## src/rtl/tmsr_pkg.sv

```systemverilog
// package for the timer setup register bank
package tmsr_pkg;
  localparam logic [3:0] FRAME_NUM = 4'h4;
  localparam logic [15:0] ADDR_SETUP = 16'h1040;
  localparam logic [15:0] ADDR_START = 16'h1041;
  localparam logic [15:0] ADDR_END = 16'h1042;
  localparam logic [15:0] ADDR_CIRCULAR_BUFFER_POINTER = 16'h1043;
  localparam logic [15:0] ADDR_RSVD = 16'h1044;
  localparam logic [15:0] ADDR_SERCTL = 16'h1045;
  localparam logic [15:0] ADDR_RXDATA = 16'h1046;
  localparam logic [15:0] ADDR_TXDATA = 16'h1047;
  localparam logic [15:0] ADDR_OUTPUT_PIN_STATE = 16'h1048;
  localparam logic [15:0] ADDR_COMMAND_AREA_INT_FLAGS = 16'h1049;
  localparam logic [15:0] ADDR_CAPTURE_CTL_PINS_1_2 = 16'h104a;
  localparam logic [15:0] ADDR_CAPTURE_CTL_PINS_3_4 = 16'h104b;
  localparam logic [15:0] ADDR_CAPTURE_CTL_PINS_5_6 = 16'h104c;
  localparam logic [15:0] ADDR_CAPTURE_PRESCALE_CTL = 16'h104d;
  localparam logic [15:0] ADDR_WDKEY = 16'h104e;
  localparam logic [15:0] ADDR_PRIMODE = 16'h104f;
  // setup register field positions
  localparam int BIT_OVF_EN = 7;
  localparam int BIT_OVF_FLAG = 6;
  localparam int BIT_AREA_EN = 5;
  localparam int BIT_FAST = 4;
  // start register field positions
  localparam int BIT_AREA_IRQ_EN = 7;
  localparam int START_LSB = 2;
  localparam logic [7:0] SETUP_RST = 8'h00;
  localparam logic [7:0] START_RST = 8'h00;
  localparam logic [7:0] START_FORCE = 8'hc3;
  localparam logic [7:0] START_KEEP = 8'h3c;
  localparam logic [7:0] PRIV_MASK = 8'h1f;
  localparam logic [7:0] RSVD_READ = 8'h00;
  localparam logic [3:0] PREDIV_CNT = 4'h7;
  localparam logic [8:0] AREA_HI_LARGE = 9'h100;
  typedef struct packed {
    logic [1:0] rstn_sync;
    logic [7:0] setup;
    logic [7:0] start;
    logic [2:0] prediv;
    logic [3:0] pre_cnt;
    logic tick;
    logic [7:0] rdata;
  } tmsr_state_s;
  typedef struct packed {
    logic [15:0] addr;
    logic wr;
    logic rd;
    logic [7:0] wdata;
    logic priv;
  } tmsr_bus_s;
endpackage : tmsr_pkg

```

## src/rtl/tmsr_setup_regs.sv

```systemverilog
// setup and command area start registers of the timer module
`timescale 1ns/1ps
module tmsr_setup_regs
  import tmsr_pkg::*;
#(
  parameter bit LARGE_MEM = 1'b1  // larger-memory variant places area in page one
) (
  input wire logic i_sys_clk,  // system clock, 200 MHz
  input wire logic i_rstn,  // async reset, active low
  input wire tmsr_bus_s i_bus,  // processor peripheral access
  input wire logic i_overflow,  // default timer overflow pulse
  output logic [7:0] o_rdata,  // read data, registered
  output logic o_overflow_irq,  // overflow interrupt request
  output logic o_command_area_enable,  // execute command area
  output logic o_command_area_irq_enable,  // command area irq enable
  output logic [8:0] o_area_start,  // command area start address
  output logic o_timebase_tick  // one pulse per module time base
);
  tmsr_state_s s_q;
  tmsr_state_s s_d;
  logic rst_n;
  logic hit_setup;
  logic hit_start;
  logic pre_en;
  logic [3:0] pre_top;
  logic [7:0] wr_setup;

  assign rst_n = s_q.rstn_sync[1];
  assign hit_setup = (i_bus.addr == ADDR_SETUP) && (i_bus.addr[7:4] == FRAME_NUM);
  assign hit_start = (i_bus.addr == ADDR_START) && (i_bus.addr[7:4] == FRAME_NUM);
  // code zero behaves as code one
  assign pre_top = (s_q.setup[3:0] == 4'h0) ? 4'h1 : s_q.setup[3:0];
  assign pre_en = s_q.setup[BIT_FAST] | (s_q.prediv == PREDIV_CNT[2:0]);

  always_comb begin
    s_d = s_q;
    s_d.rstn_sync = {s_q.rstn_sync[0], 1'b1};
    wr_setup = i_bus.wdata;
    // privileged bits hold outside privilege mode
    if (!i_bus.priv) begin
      wr_setup = (i_bus.wdata & ~PRIV_MASK) | (s_q.setup & PRIV_MASK);
    end
    if (i_bus.wr && hit_setup) begin
      s_d.setup[BIT_OVF_EN] = wr_setup[BIT_OVF_EN];
      s_d.setup[BIT_AREA_EN] = wr_setup[BIT_AREA_EN];
      s_d.setup[4:0] = wr_setup[4:0];
      s_d.setup[BIT_OVF_FLAG] = s_q.setup[BIT_OVF_FLAG] & wr_setup[BIT_OVF_FLAG];
    end
    // set wins over a clear in the same cycle
    if (i_overflow) begin
      s_d.setup[BIT_OVF_FLAG] = 1'b1;
    end
    // start register stores enable and code only
    if (i_bus.wr && hit_start) begin
      s_d.start = i_bus.wdata & (START_KEEP | 8'h80);
    end
    // divide by eight stage, free running in slow mode
    s_d.prediv = s_q.setup[BIT_FAST] ? 3'h0 : s_q.prediv + 3'h1;
    s_d.tick = 1'b0;
    // slow rate is the fast count stepped by the predivider
    if (pre_en) begin
      if (s_q.pre_cnt >= pre_top) begin
        s_d.pre_cnt = 4'h0;
        s_d.tick = 1'b1;
      end else begin
        s_d.pre_cnt = s_q.pre_cnt + 4'h1;
      end
    end
    s_d.rdata = RSVD_READ;
    if (i_bus.rd && hit_setup) begin
      s_d.rdata = s_q.setup;
    end else if (i_bus.rd && hit_start) begin
      s_d.rdata = s_q.start;
    end
  end

  always_ff @(posedge i_sys_clk or negedge i_rstn) begin
    if (!i_rstn) begin
      s_q <= '0;
    end else if (!rst_n) begin
      s_q <= '0;
      s_q.rstn_sync <= {s_q.rstn_sync[0], 1'b1};
      s_q.setup <= SETUP_RST;
      s_q.start <= START_RST;
    end else begin
      s_q <= s_d;
    end
  end

  assign o_rdata = s_q.rdata;
  assign o_overflow_irq = s_q.setup[BIT_OVF_FLAG] & s_q.setup[BIT_OVF_EN];
  assign o_command_area_enable = s_q.setup[BIT_AREA_EN];
  assign o_command_area_irq_enable = s_q.start[BIT_AREA_IRQ_EN];
  // forced bits complete the start address
  assign o_area_start = (LARGE_MEM ? AREA_HI_LARGE : 9'h000) |
                        {1'b0, (s_q.start & START_KEEP) | START_FORCE};
  assign o_timebase_tick = s_q.tick;
endmodule : tmsr_setup_regs

```

## config.mk

```make
export PLATFORM = sky130hd
export DESIGN_NAME = tmsr_setup_regs
export DESIGN_NICKNAME = d
export VERILOG_FILES = /design/src/rtl/tmsr_pkg.sv /design/src/rtl/tmsr_setup_regs.sv
export SDC_FILE = /design/constraint.sdc
export NUM_CORES = 1
export LEC_CHECK = 0
export ABC_AREA = 1
export BUFFER_PORTS_ARGS = -buffer_cell sky130_fd_sc_hd__buf_4
export CORE_ASPECT_RATIO = 1.5
export CORE_MARGIN = 2
export CORE_UTILIZATION = 30
export DETAILED_ROUTE_END_ITERATION = 8
export PLACE_DENSITY_LB_ADDON = 0.25
export SLEW_MARGIN = 0
export SYNTH_ARGS = -nofsm -noshare
export SYNTH_HDL_FRONTEND = slang
export SYNTH_SLANG_ARGS = --single-unit
export TNS_END_PERCENT = 5
```

## constraint.sdc

```tcl
create_clock -name i_sys_clk -period 1.5 [get_ports i_sys_clk]
set_input_delay 0.225 -clock i_sys_clk [delete_from_list [all_inputs] [get_ports i_sys_clk]]
set_output_delay 0.225 -clock i_sys_clk [all_outputs]
set_load 0.02 [all_outputs]
```

# Yosys cells after proc, flatten, opt, wreduce, memory -nomap -nowiden

Cells that the tools add are included.

Register bits after elaboration: 34
Input port bits: 30
Output and inout bits: 21
Logic and storage cells: 42

$add $sub $neg: 2
$lt $le $gt $ge: 1
Eq/ne operators: 8
Mux-type cells: 12
Bitwise gates (word level): 4
Reductions and logical operators: 7

Operators with widths:

| operator             | number |
|---|---|
| $mux 8               | 5 |
| $eq 16x13->1 const B | 2 |
| $mux 32              | 1 |
| $mux 4               | 2 |
| $or 8x5->8           | 1 |
| $logic_and 1x1->1    | 6 |
| $ne 2x1->1 const B   | 3 |
| $mux 5               | 1 |
| $add 4x1->4 const B  | 1 |
| $eq 4x3->1 const B   | 1 |
| $ge 4x4->1           | 1 |
| $logic_not 4->1      | 1 |
| $add 3x1->3 const B  | 1 |
| $eq 3x3->1 const B   | 1 |
| $mux 3               | 1 |
| $ne 3x2->1 const B   | 1 |
| $and 1x1->1          | 2 |
| $mux 1               | 2 |
| $or 1x1->1           | 1 |

# Depth between registers and ports, before layout

Gate-level depths: netlist of run 1.

Depth after elaboration: 6
Gate-level depth with buffers: 9
Mapped depth without buffers: 9

# Worst setup path after synthesis of run 1

No wires, ideal clock.

Kind: reg2reg
From: register s_q[27] (netlist name)
To: register s_q[10] (netlist name)
Library setup time: 0.083 ns
Arrival: 1.213 ns
Required time: 1.417 ns
Setup slack: 0.204 ns
Cell stages (with the launch flop): 6
Buffers on the path: 0
Period minus slack after synthesis: 1.296 ns
Cell sequence: dfrtp_1 -> o31ai_1 -> ha_1 -> nand4_1 -> nand3_1 -> o21ai_0

Longest elaborated chain between the ends: 6

RTL lines:

| element            | RTL line              | RTL |
|---|---|---|
| start: declaration | tmsr_setup_regs.sv:19 | `tmsr_state_s s_q;` |
| $logic_not 4->1    | tmsr_setup_regs.sv:32 | `assign pre_top = (s_q.setup[3:0] == 4'h0) ? 4'h1 : s_q.setup[3:0];` |
| $mux 4 *           | tmsr_setup_regs.sv:32 |  |
| $ge 4x4->1 *       | tmsr_setup_regs.sv:62 | `if (s_q.pre_cnt >= pre_top) begin` |
| $mux 4 *           | tmsr_setup_regs.sv:62 |  |
| $mux 5 *           | tmsr_setup_regs.sv:61 | `if (pre_en) begin` |
| $mux 32 *          | tmsr_setup_regs.sv:80 | `end else if (!rst_n) begin` |

Every way passes the cells marked *; elsewhere a longest branch is shown, timed or not. The select of a mux whose other input is x is not followed.
A chain may end at the register's enable or synchronous reset.

# Worst setup path after layout of run 1

Same ends and word-level chain as after synthesis.

==> flow_summary_export.csv, run 1 <==
group,metric,value,unit
status,status,"finished, final reports clean",
synth,synth_most_common_cell,"nand2_1",
finish,n_antenna_cell,0,
sta,fin_setup_tns,0,ns
drt,via_per_inst,4.288,
worst_setup_path,r2r_setup_slack,0.11,ns
synth,ys_types,23,
clocking,path_clk_slew,0.07,ns
clocking,cts_tree,"yes",
synth,yosys.area_share.simple,0.2851,
synth,synthTopCellsByArea,"dfrtp_1, nand2_1, buf_4",
drt,via_count,1355,
drt,drc,0,
synth,ys_seq_elements,31,
pwr,vdd_drop_max,0.0002548,V
synth,synthFlopType,"dfrtp_1",
sta,period_minus_slack,1.395,ns
place,dp_hpwl,2.564,mm
finish,drive_above_1_share,0.2642,
grt,grt_max_degree,32,
finish,final_core_util,0.3836,
clocking,cts_buffers,5,
clocking,clock_path_buffers,2,
synth,yosysWarnings,0,
finish,nets,282,
place,io_buffer_count,45,
floorplanning,pin_count,51,
worst_setup_path,end_kind,"flop",
sta,post-route-period-util,0.9299,
drt,wl_per_cell,10.42,um
worst_hold_path,hp-class,"in2reg",
place,dp.cells,307,
synth,synth_edf_count,0,
worst_setup_path,critPathLaunchType,"flop",
place,pre_cts_ws,0.008737,ns
sta,fin_hold_ws,0.1683,ns
drt,firstDrtPassIters,2,
clocking,cts_sinks,31,
drt,first_iter_violations,48,
clocking,cts_root_buf,"clkbuf_8",
synth,synth_compound_area_frac,0.05224,
worst_setup_path,cp.required,1.71,ns
sta,finalHoldViolCount,0,
grt,grt_pass1_wl,5.409,mm
grt,grt_usage,0.1148,
clocking,clock_latency,0.28,ns
sta,finalSetupViolCount,0,
grt,antenna_found_initial,0,
clocking,htree_levels,2,
finish,stdcell_count,316,
worst_hold_path,hold_path.startpoint,"i_bus[1]",
floorplanning,die_area,6215,sq um
worst_setup_path,cp-startpoint,"s_q[27]",
sta,final.setup.worst_slack,0.1051,ns
worst_setup_path,worstSetupPathType,"reg2reg",
synth,synth_fa_ha_area_frac,0.05224,
synth,yosys.area.top_type,"dfrtp_1",
finish,fin_area,2091,sq um
floorplanning,initial_core_util,0.3076,
floorplanning,core_area,5450,sq um
worst_setup_path,cp_data_arrival_time,1.60,ns
run,maxCapViolCount,0,
sta,slew_violations,0,
synth,synth_top_family_by_area,"simple AND/OR/NAND/NOR gates",
grt,grt_pass1_vias,1234,
drt,drt_wl_total,3.293,mm
synth,postSynthAreaPerCell,8.179,sq um
synth,synthCells,205,
pwr,p_leak,1.157,nW
synth,syn_area,1677,sq um
sta,timing.fmax,0.7169,GHz
finish,fillers,595,
drt,ant_nets,0,
place,place_area,1994,sq um
floorplanning,die_h,95.56,um
synth,synth-seq-area-share,0.4627,
pwr,finalPower,1.613,mW
sta,finClkSkew,0.01070,ns
worst_setup_path,timing.rr.start,"s_q[27]",
place,place_congestion,0.7385,
synth,synth_xor_area_frac,0.005224,
synth,synthTopCellsByCount,"nand2_1, dfrtp_1, inv_1, nand3_1, nor2_1",
synth,synth_mux_area_frac,0,
synth,synthArstFlopShare,1.000,
synth,synth_top_area_frac,0.4627,
worst_setup_path,cp_max_fo,5,
sta,rsz0062_at_grt,"false",
grt,grt-ovfl-total,0,
floorplanning,num_rows,33,
pwr,pwr_density_cell,771.3,nW/um^2
finish,syn_to_final_growth,24.70,%
floorplanning,die_width,65.04,um
==> worst paths after layout <==
| kind | depth (start not counted) | endpoint |
|---|---|---|
| setup / recovery | 5 | s_q[10] |
| hold / removal | 3 | s_q[24] |
| setup reg to reg | 5 | s_q[10] |
| hold reg to reg | 0 | rst_n |
| max in group asynchronous | 2 | s_d[33] |
| min in group asynchronous | 2 | s_q[10] |
==> area by class of cell <==
cell class,instances,area (sq um),area share
repair buffers,48,362.8,0.1735
inverters,25,93.84,0.04488
flip-flops and latches,31,775.7,0.3710
well taps,70,87.58,0.04189
clock buffers,7,76.32,0.03651
multi-input cells,134,689.4,0.3297
clock inverters,1,5.005,0.002394
==> worst max-delay path, cell delays in order (launching register included) <==
cell and delay (ns):
dfrtp_1 0.40, o31ai_1 0.25, ha_1 0.27, nand4_1 0.10, nand3_2 0.13, o21ai_1 0.16
==> layer usage <==
metal / share of wire / track usage / vias to the layer above
met2: 0.51 / 0.2010 / 41
met1: 0.41 / 0.1281 / 603
met3: 0.057 / 0.02597 / 6
li1: - / - / 705
met5: 0 / 0 / -
met4: 0.027 / 0.06250 / 0
==> cell families after synthesis <==
group                    count (synthesis)
flip-flops                              31
other                                    1
adder cells (fa/ha/maj)                  7
AND/OR/NAND/NOR                        104
AO/OA/AOI/OAI                           16
XOR/XNOR                                 1
buffers and inverters                   45
==> power by group <==
group	switching (mW)	leakage (nW)	internal [mW]	total, mW
clock network	0.291	0.0422	0.325	0.616
logic	0.0774	0.690	0.0673	0.145
registers	0.00451	0.425	0.847	0.852
total	0.373	1.16	1.24	1.61
==> registers in the layout, summed over array words and instances, names as in the netlist <==
register	count
o_command_area_irq_enable	1
o_timebase_tick	1
s_q	14
o_rdata	8
o_area_start	4
s_d	1
o_command_area_enable	1
rst_n	1
==> cell usage in the layout, fill, tap and decap left out, drive strengths merged, types with 2 or more instances in the layout <==
| cell type | n |
|---|---|
| o22ai | 2 |
| dfrtp | 31 |
| nand4 | 3 |
| ha | 7 |
| nor2 | 30 |
| conb | 6 |
| inv | 25 |
| nand3 | 26 |
| o21ai | 6 |
| buf | 47 |
| clkbuf | 7 |
| a21oi | 6 |
| nand2 | 44 |
==> repair_timing <==
action	CTS	global route
endpoints found under the setup margin	1	4
gates resized for setup	1	2
hold endpoints to repair	31	0
hold buffers	1	0
buffers inserted	0	0
No activity file was read; power rests on OpenSTA's default activity.
==> run 2: changes to the inputs <==
--- a/config.mk
+++ b/config.mk
@@ -5,13 +5,12 @@
 export SDC_FILE = /design/constraint.sdc
 export NUM_CORES = 1
 export LEC_CHECK = 0
-export ABC_AREA = 1
 export BUFFER_PORTS_ARGS = -buffer_cell sky130_fd_sc_hd__buf_4
 export CORE_ASPECT_RATIO = 1.5
 export CORE_MARGIN = 2
 export CORE_UTILIZATION = 30
 export DETAILED_ROUTE_END_ITERATION = 8
-export PLACE_DENSITY_LB_ADDON = 0.25
+export PLACE_DENSITY_LB_ADDON = 0.2
 export SLEW_MARGIN = 0
 export SYNTH_ARGS = -nofsm -noshare
 export SYNTH_HDL_FRONTEND = slang
==> run 2 against run 1 <==
Effect of this change: critical path type unchanged; hold slack improved by 0.054 ns; first-iteration DRC count decreased by 65%; final area up 3.2%; sequential share of layout area is 1.1 points lower; largest cell class unchanged; via count decreased by 10%; the flow now finishes with violations (setup timing); die area down 3.5%; combinational power barely moved.
==> flow_summary_export.csv, run 2 <==
group,metric,value,unit
synth,yosysWarnings,0,
sta,fin_setup_tns,-1.108,ns
drt,drt_wl_total,3.472,mm
grt,grt_pass1_vias,1353,
worst_hold_path,hold_depth,3,
clocking,htree_levels,2,
finish,largest_register_ffs,14,
sta,rsz0062_at_grt,"true",
worst_hold_path,hp-class,"in2reg",
worst_setup_path,crit_buf_inv,1,
grt,grt-ovfl-total,0,
clocking,cts_sinks,31,
place,place_congestion,0.7322,
finish,syn_to_final_growth,33.54,%
clocking,cts_buffers,5,
synth,ys_seq_elements,31,
place,place_area,2017,sq um
synth,yosys.area.top_type,"dfrtp_1",
sta,finalHoldViolCount,0,
worst_hold_path,hold_path.startpoint,"i_bus[1]",
sta,period_minus_slack,1.769,ns
synth,synthFlopType,"dfrtp_1",
floorplanning,die_h,93.87,um
drt,wl_per_cell,12.86,um
worst_setup_path,end_kind,"flop",
floorplanning,core_area,5165,sq um
floorplanning,initial_core_util,0.3127,
finish,final_cell_mix,"buf_4, dfrtp_1, nand2_1",
status,status,"finished with violations",
pwr,vdd_drop_max,0.0004369,V
clocking,post_cts_buffers,0,
synth,synthCells,152,
floorplanning,die_area,5999,sq um
clocking,clock_latency,0.28,ns
worst_setup_path,r2r_cells,7,
finish,largest_register,"s_q",
synth,syn_area,1615,sq um
pwr,pwr_density_cell,852.1,nW/um^2
place,io_buffer_count,45,
synth,synthArstFlopShare,1.000,
worst_setup_path,cp.required,1.70,ns
finish,layout_commonest_cell,"buf_4",
worst_setup_path,r2r_setup_slack,-0.27,ns
clocking,cts_root_buf,"clkbuf_8",
worst_setup_path,critPathLaunchType,"flop",
synth,synth_top_area_frac,0.4802,
clocking,path_clk_slew,0.07,ns
drt,first_iter_violations,17,
pwr,p_leak,1.030,nW
floorplanning,pin_count,51,
synth,synthTopCellsByCount,"dfrtp_1, nand2_1, buf_4, mux2i_1, nor2_1",
synth,ys_types,31,
worst_hold_path,worstHoldEndpoint,"s_q[24]",
grt,grt_max_degree,32,
floorplanning,num_rows,32,
grt,grt_pass1_wl,6.078,mm
sta,finClkSkew,0.006266,ns
worst_setup_path,cp_data_arrival_time,1.96,ns
drt,via_count,1217,
drt,firstDrtPassIters,3,
sta,finalSetupViolCount,5,
place,dp_hpwl,2.649,mm
worst_setup_path,timing.rr.start,"s_q[25]",
drt,ant_nets,0,
clocking,clock_path_buffers,2,
clocking,cts_tree,"yes",
grt,grt_usage,0.1315,
worst_setup_path,cp_slowest_cell,"a2111oi_4",
finish,nets,238,
sta,timing.fmax,0.5654,GHz
worst_setup_path,crit_path_max_incr_delay,0.38,ns
finish,fin_area,2157,sq um
synth,synthTopCellsByArea,"dfrtp_1, mux2i_1, buf_4",
synth,synth_edf_count,0,
sta,slew_violations,0,
worst_setup_path,critPathTopFamily,"compound AO/OA/AOI/OAI gates",
worst_setup_path,worstSetupPathType,"reg2reg",
worst_setup_path,cp_max_fo,4,
finish,drive_above_1_share,0.3861,
run,maxCapViolCount,0,
drt,drc,0,
sta,final.setup.worst_slack,-0.2687,ns
finish,n_antenna_cell,0,
floorplanning,die_width,63.91,um
grt,antenna_found_initial,0,
sta,post-route-period-util,1.179,
worst_setup_path,worstReg2RegEnd,"s_q[11]",
worst_setup_path,cp.depth,7,
synth,postSynthAreaPerCell,10.63,sq um
status,violations,"setup timing",
worst_setup_path,crit_chain,"inv_2 -> a31o_4 -> ha_4 -> nand2b_4 -> a2111oi_4 -> o21bai_2 -> o211ai_1",
synth,synth-seq-area-share,0.4802,
synth,synth_most_common_cell,"dfrtp_1",
drt,via_per_inst,4.507,
==> run 2: changes by cell type in the layout (fill, tap and decap cells not counted), sizes merged, moves of 5 or more <==
cell and delta:
nand2 -21, inv -18, buf +11, a21oi -5
nor2 -19, mux2i +17, nand3 -25
==> run 2: power by group <==
group / total (mW) / leakage [nW] / internal (mW) / switching (mW)
clock network: 0.842 / 0.0612 / 0.537 / 0.305
logic: 0.144 / 0.545 / 0.0707 / 0.0729
registers: 0.853 / 0.425 / 0.847 / 0.00562
total: 1.84 / 1.03 / 1.45 / 0.383
==> run 2: timing repair <==
action,4_1_cts,5_1_grt
endpoints found under the hold margin,31,0
hold buffers,1,0
endpoints found under the setup margin,5,5
gates resized for setup,3,0
==> run 2: cell type report <==
type | instances | area (sq um)
clock buffer | 6 | 82.58
clock inverter | 2 | 35.03
fill | 526 | 3008
inverter | 7 | 26.28
multi-input combinational | 97 | 706.9
sequential | 31 | 775.7
tap | 68 | 85.08
timing repair buffer | 59 | 445.4
==> run 2: cells by family after synthesis <==
family,synth area share
other,0.002322
flip-flops,0.4802
AND/OR/NAND/NOR,0.1758
AO/OA/AOI/OAI,0.06817
adder cells (fa/ha/maj),0.05422
buffers and inverters,0.1139
multiplexers,0.1053
==> run 2: worst max path at each step <==
stage                     startpoint       to
final                        s_q[25]  s_q[11]
after floorplan              s_q[27]  s_q[11]
after CTS                    s_q[25]  s_q[11]
after global placement       s_q[25]  s_q[12]
after detailed placement     s_q[25]  s_q[10]
after global routing         s_q[25]  s_q[12]
==> run 2: metrics by stage <==
stage	utilization	instances	total power, mW	setup WS, ns	hold slack, ns
finish	0.4176	270	1.838	-0.2687	0.2224
CTS	0.4176	270	1.869	-0.2858	0.2216
floorplan	-	157	0.9288	-0.1715	-0.07059
detailed placement	0.3905	261	1.013	-0.3453	0.1899
global route	0.4176	270	1.942	-0.4135	0.2079
global placement	0.3905	261	1.007	-0.2294	0.1789
==> run 2: per-layer routing <==
| metal | GRT usage | wire length [um] |
|---|---|---|
| met1 | 0.1470 | 1337 |
| met2 | 0.2266 | 1852 |
| met3 | 0.03477 | 202 |
| met4 | 0.06703 | 79 |
| met5 | 0 | 0 |
==> run 2: worst reg2reg max path: cells and delay by family, from the launching register on <==
family / cells / cell delay [ns]
DFF: 1 / 0.36
buffers and inverters: 1 / 0.05
adders and majority gates: 1 / 0.20
and+or+nand+nor: 1 / 0.14
AOI/OAI and AO/OA: 4 / 0.93
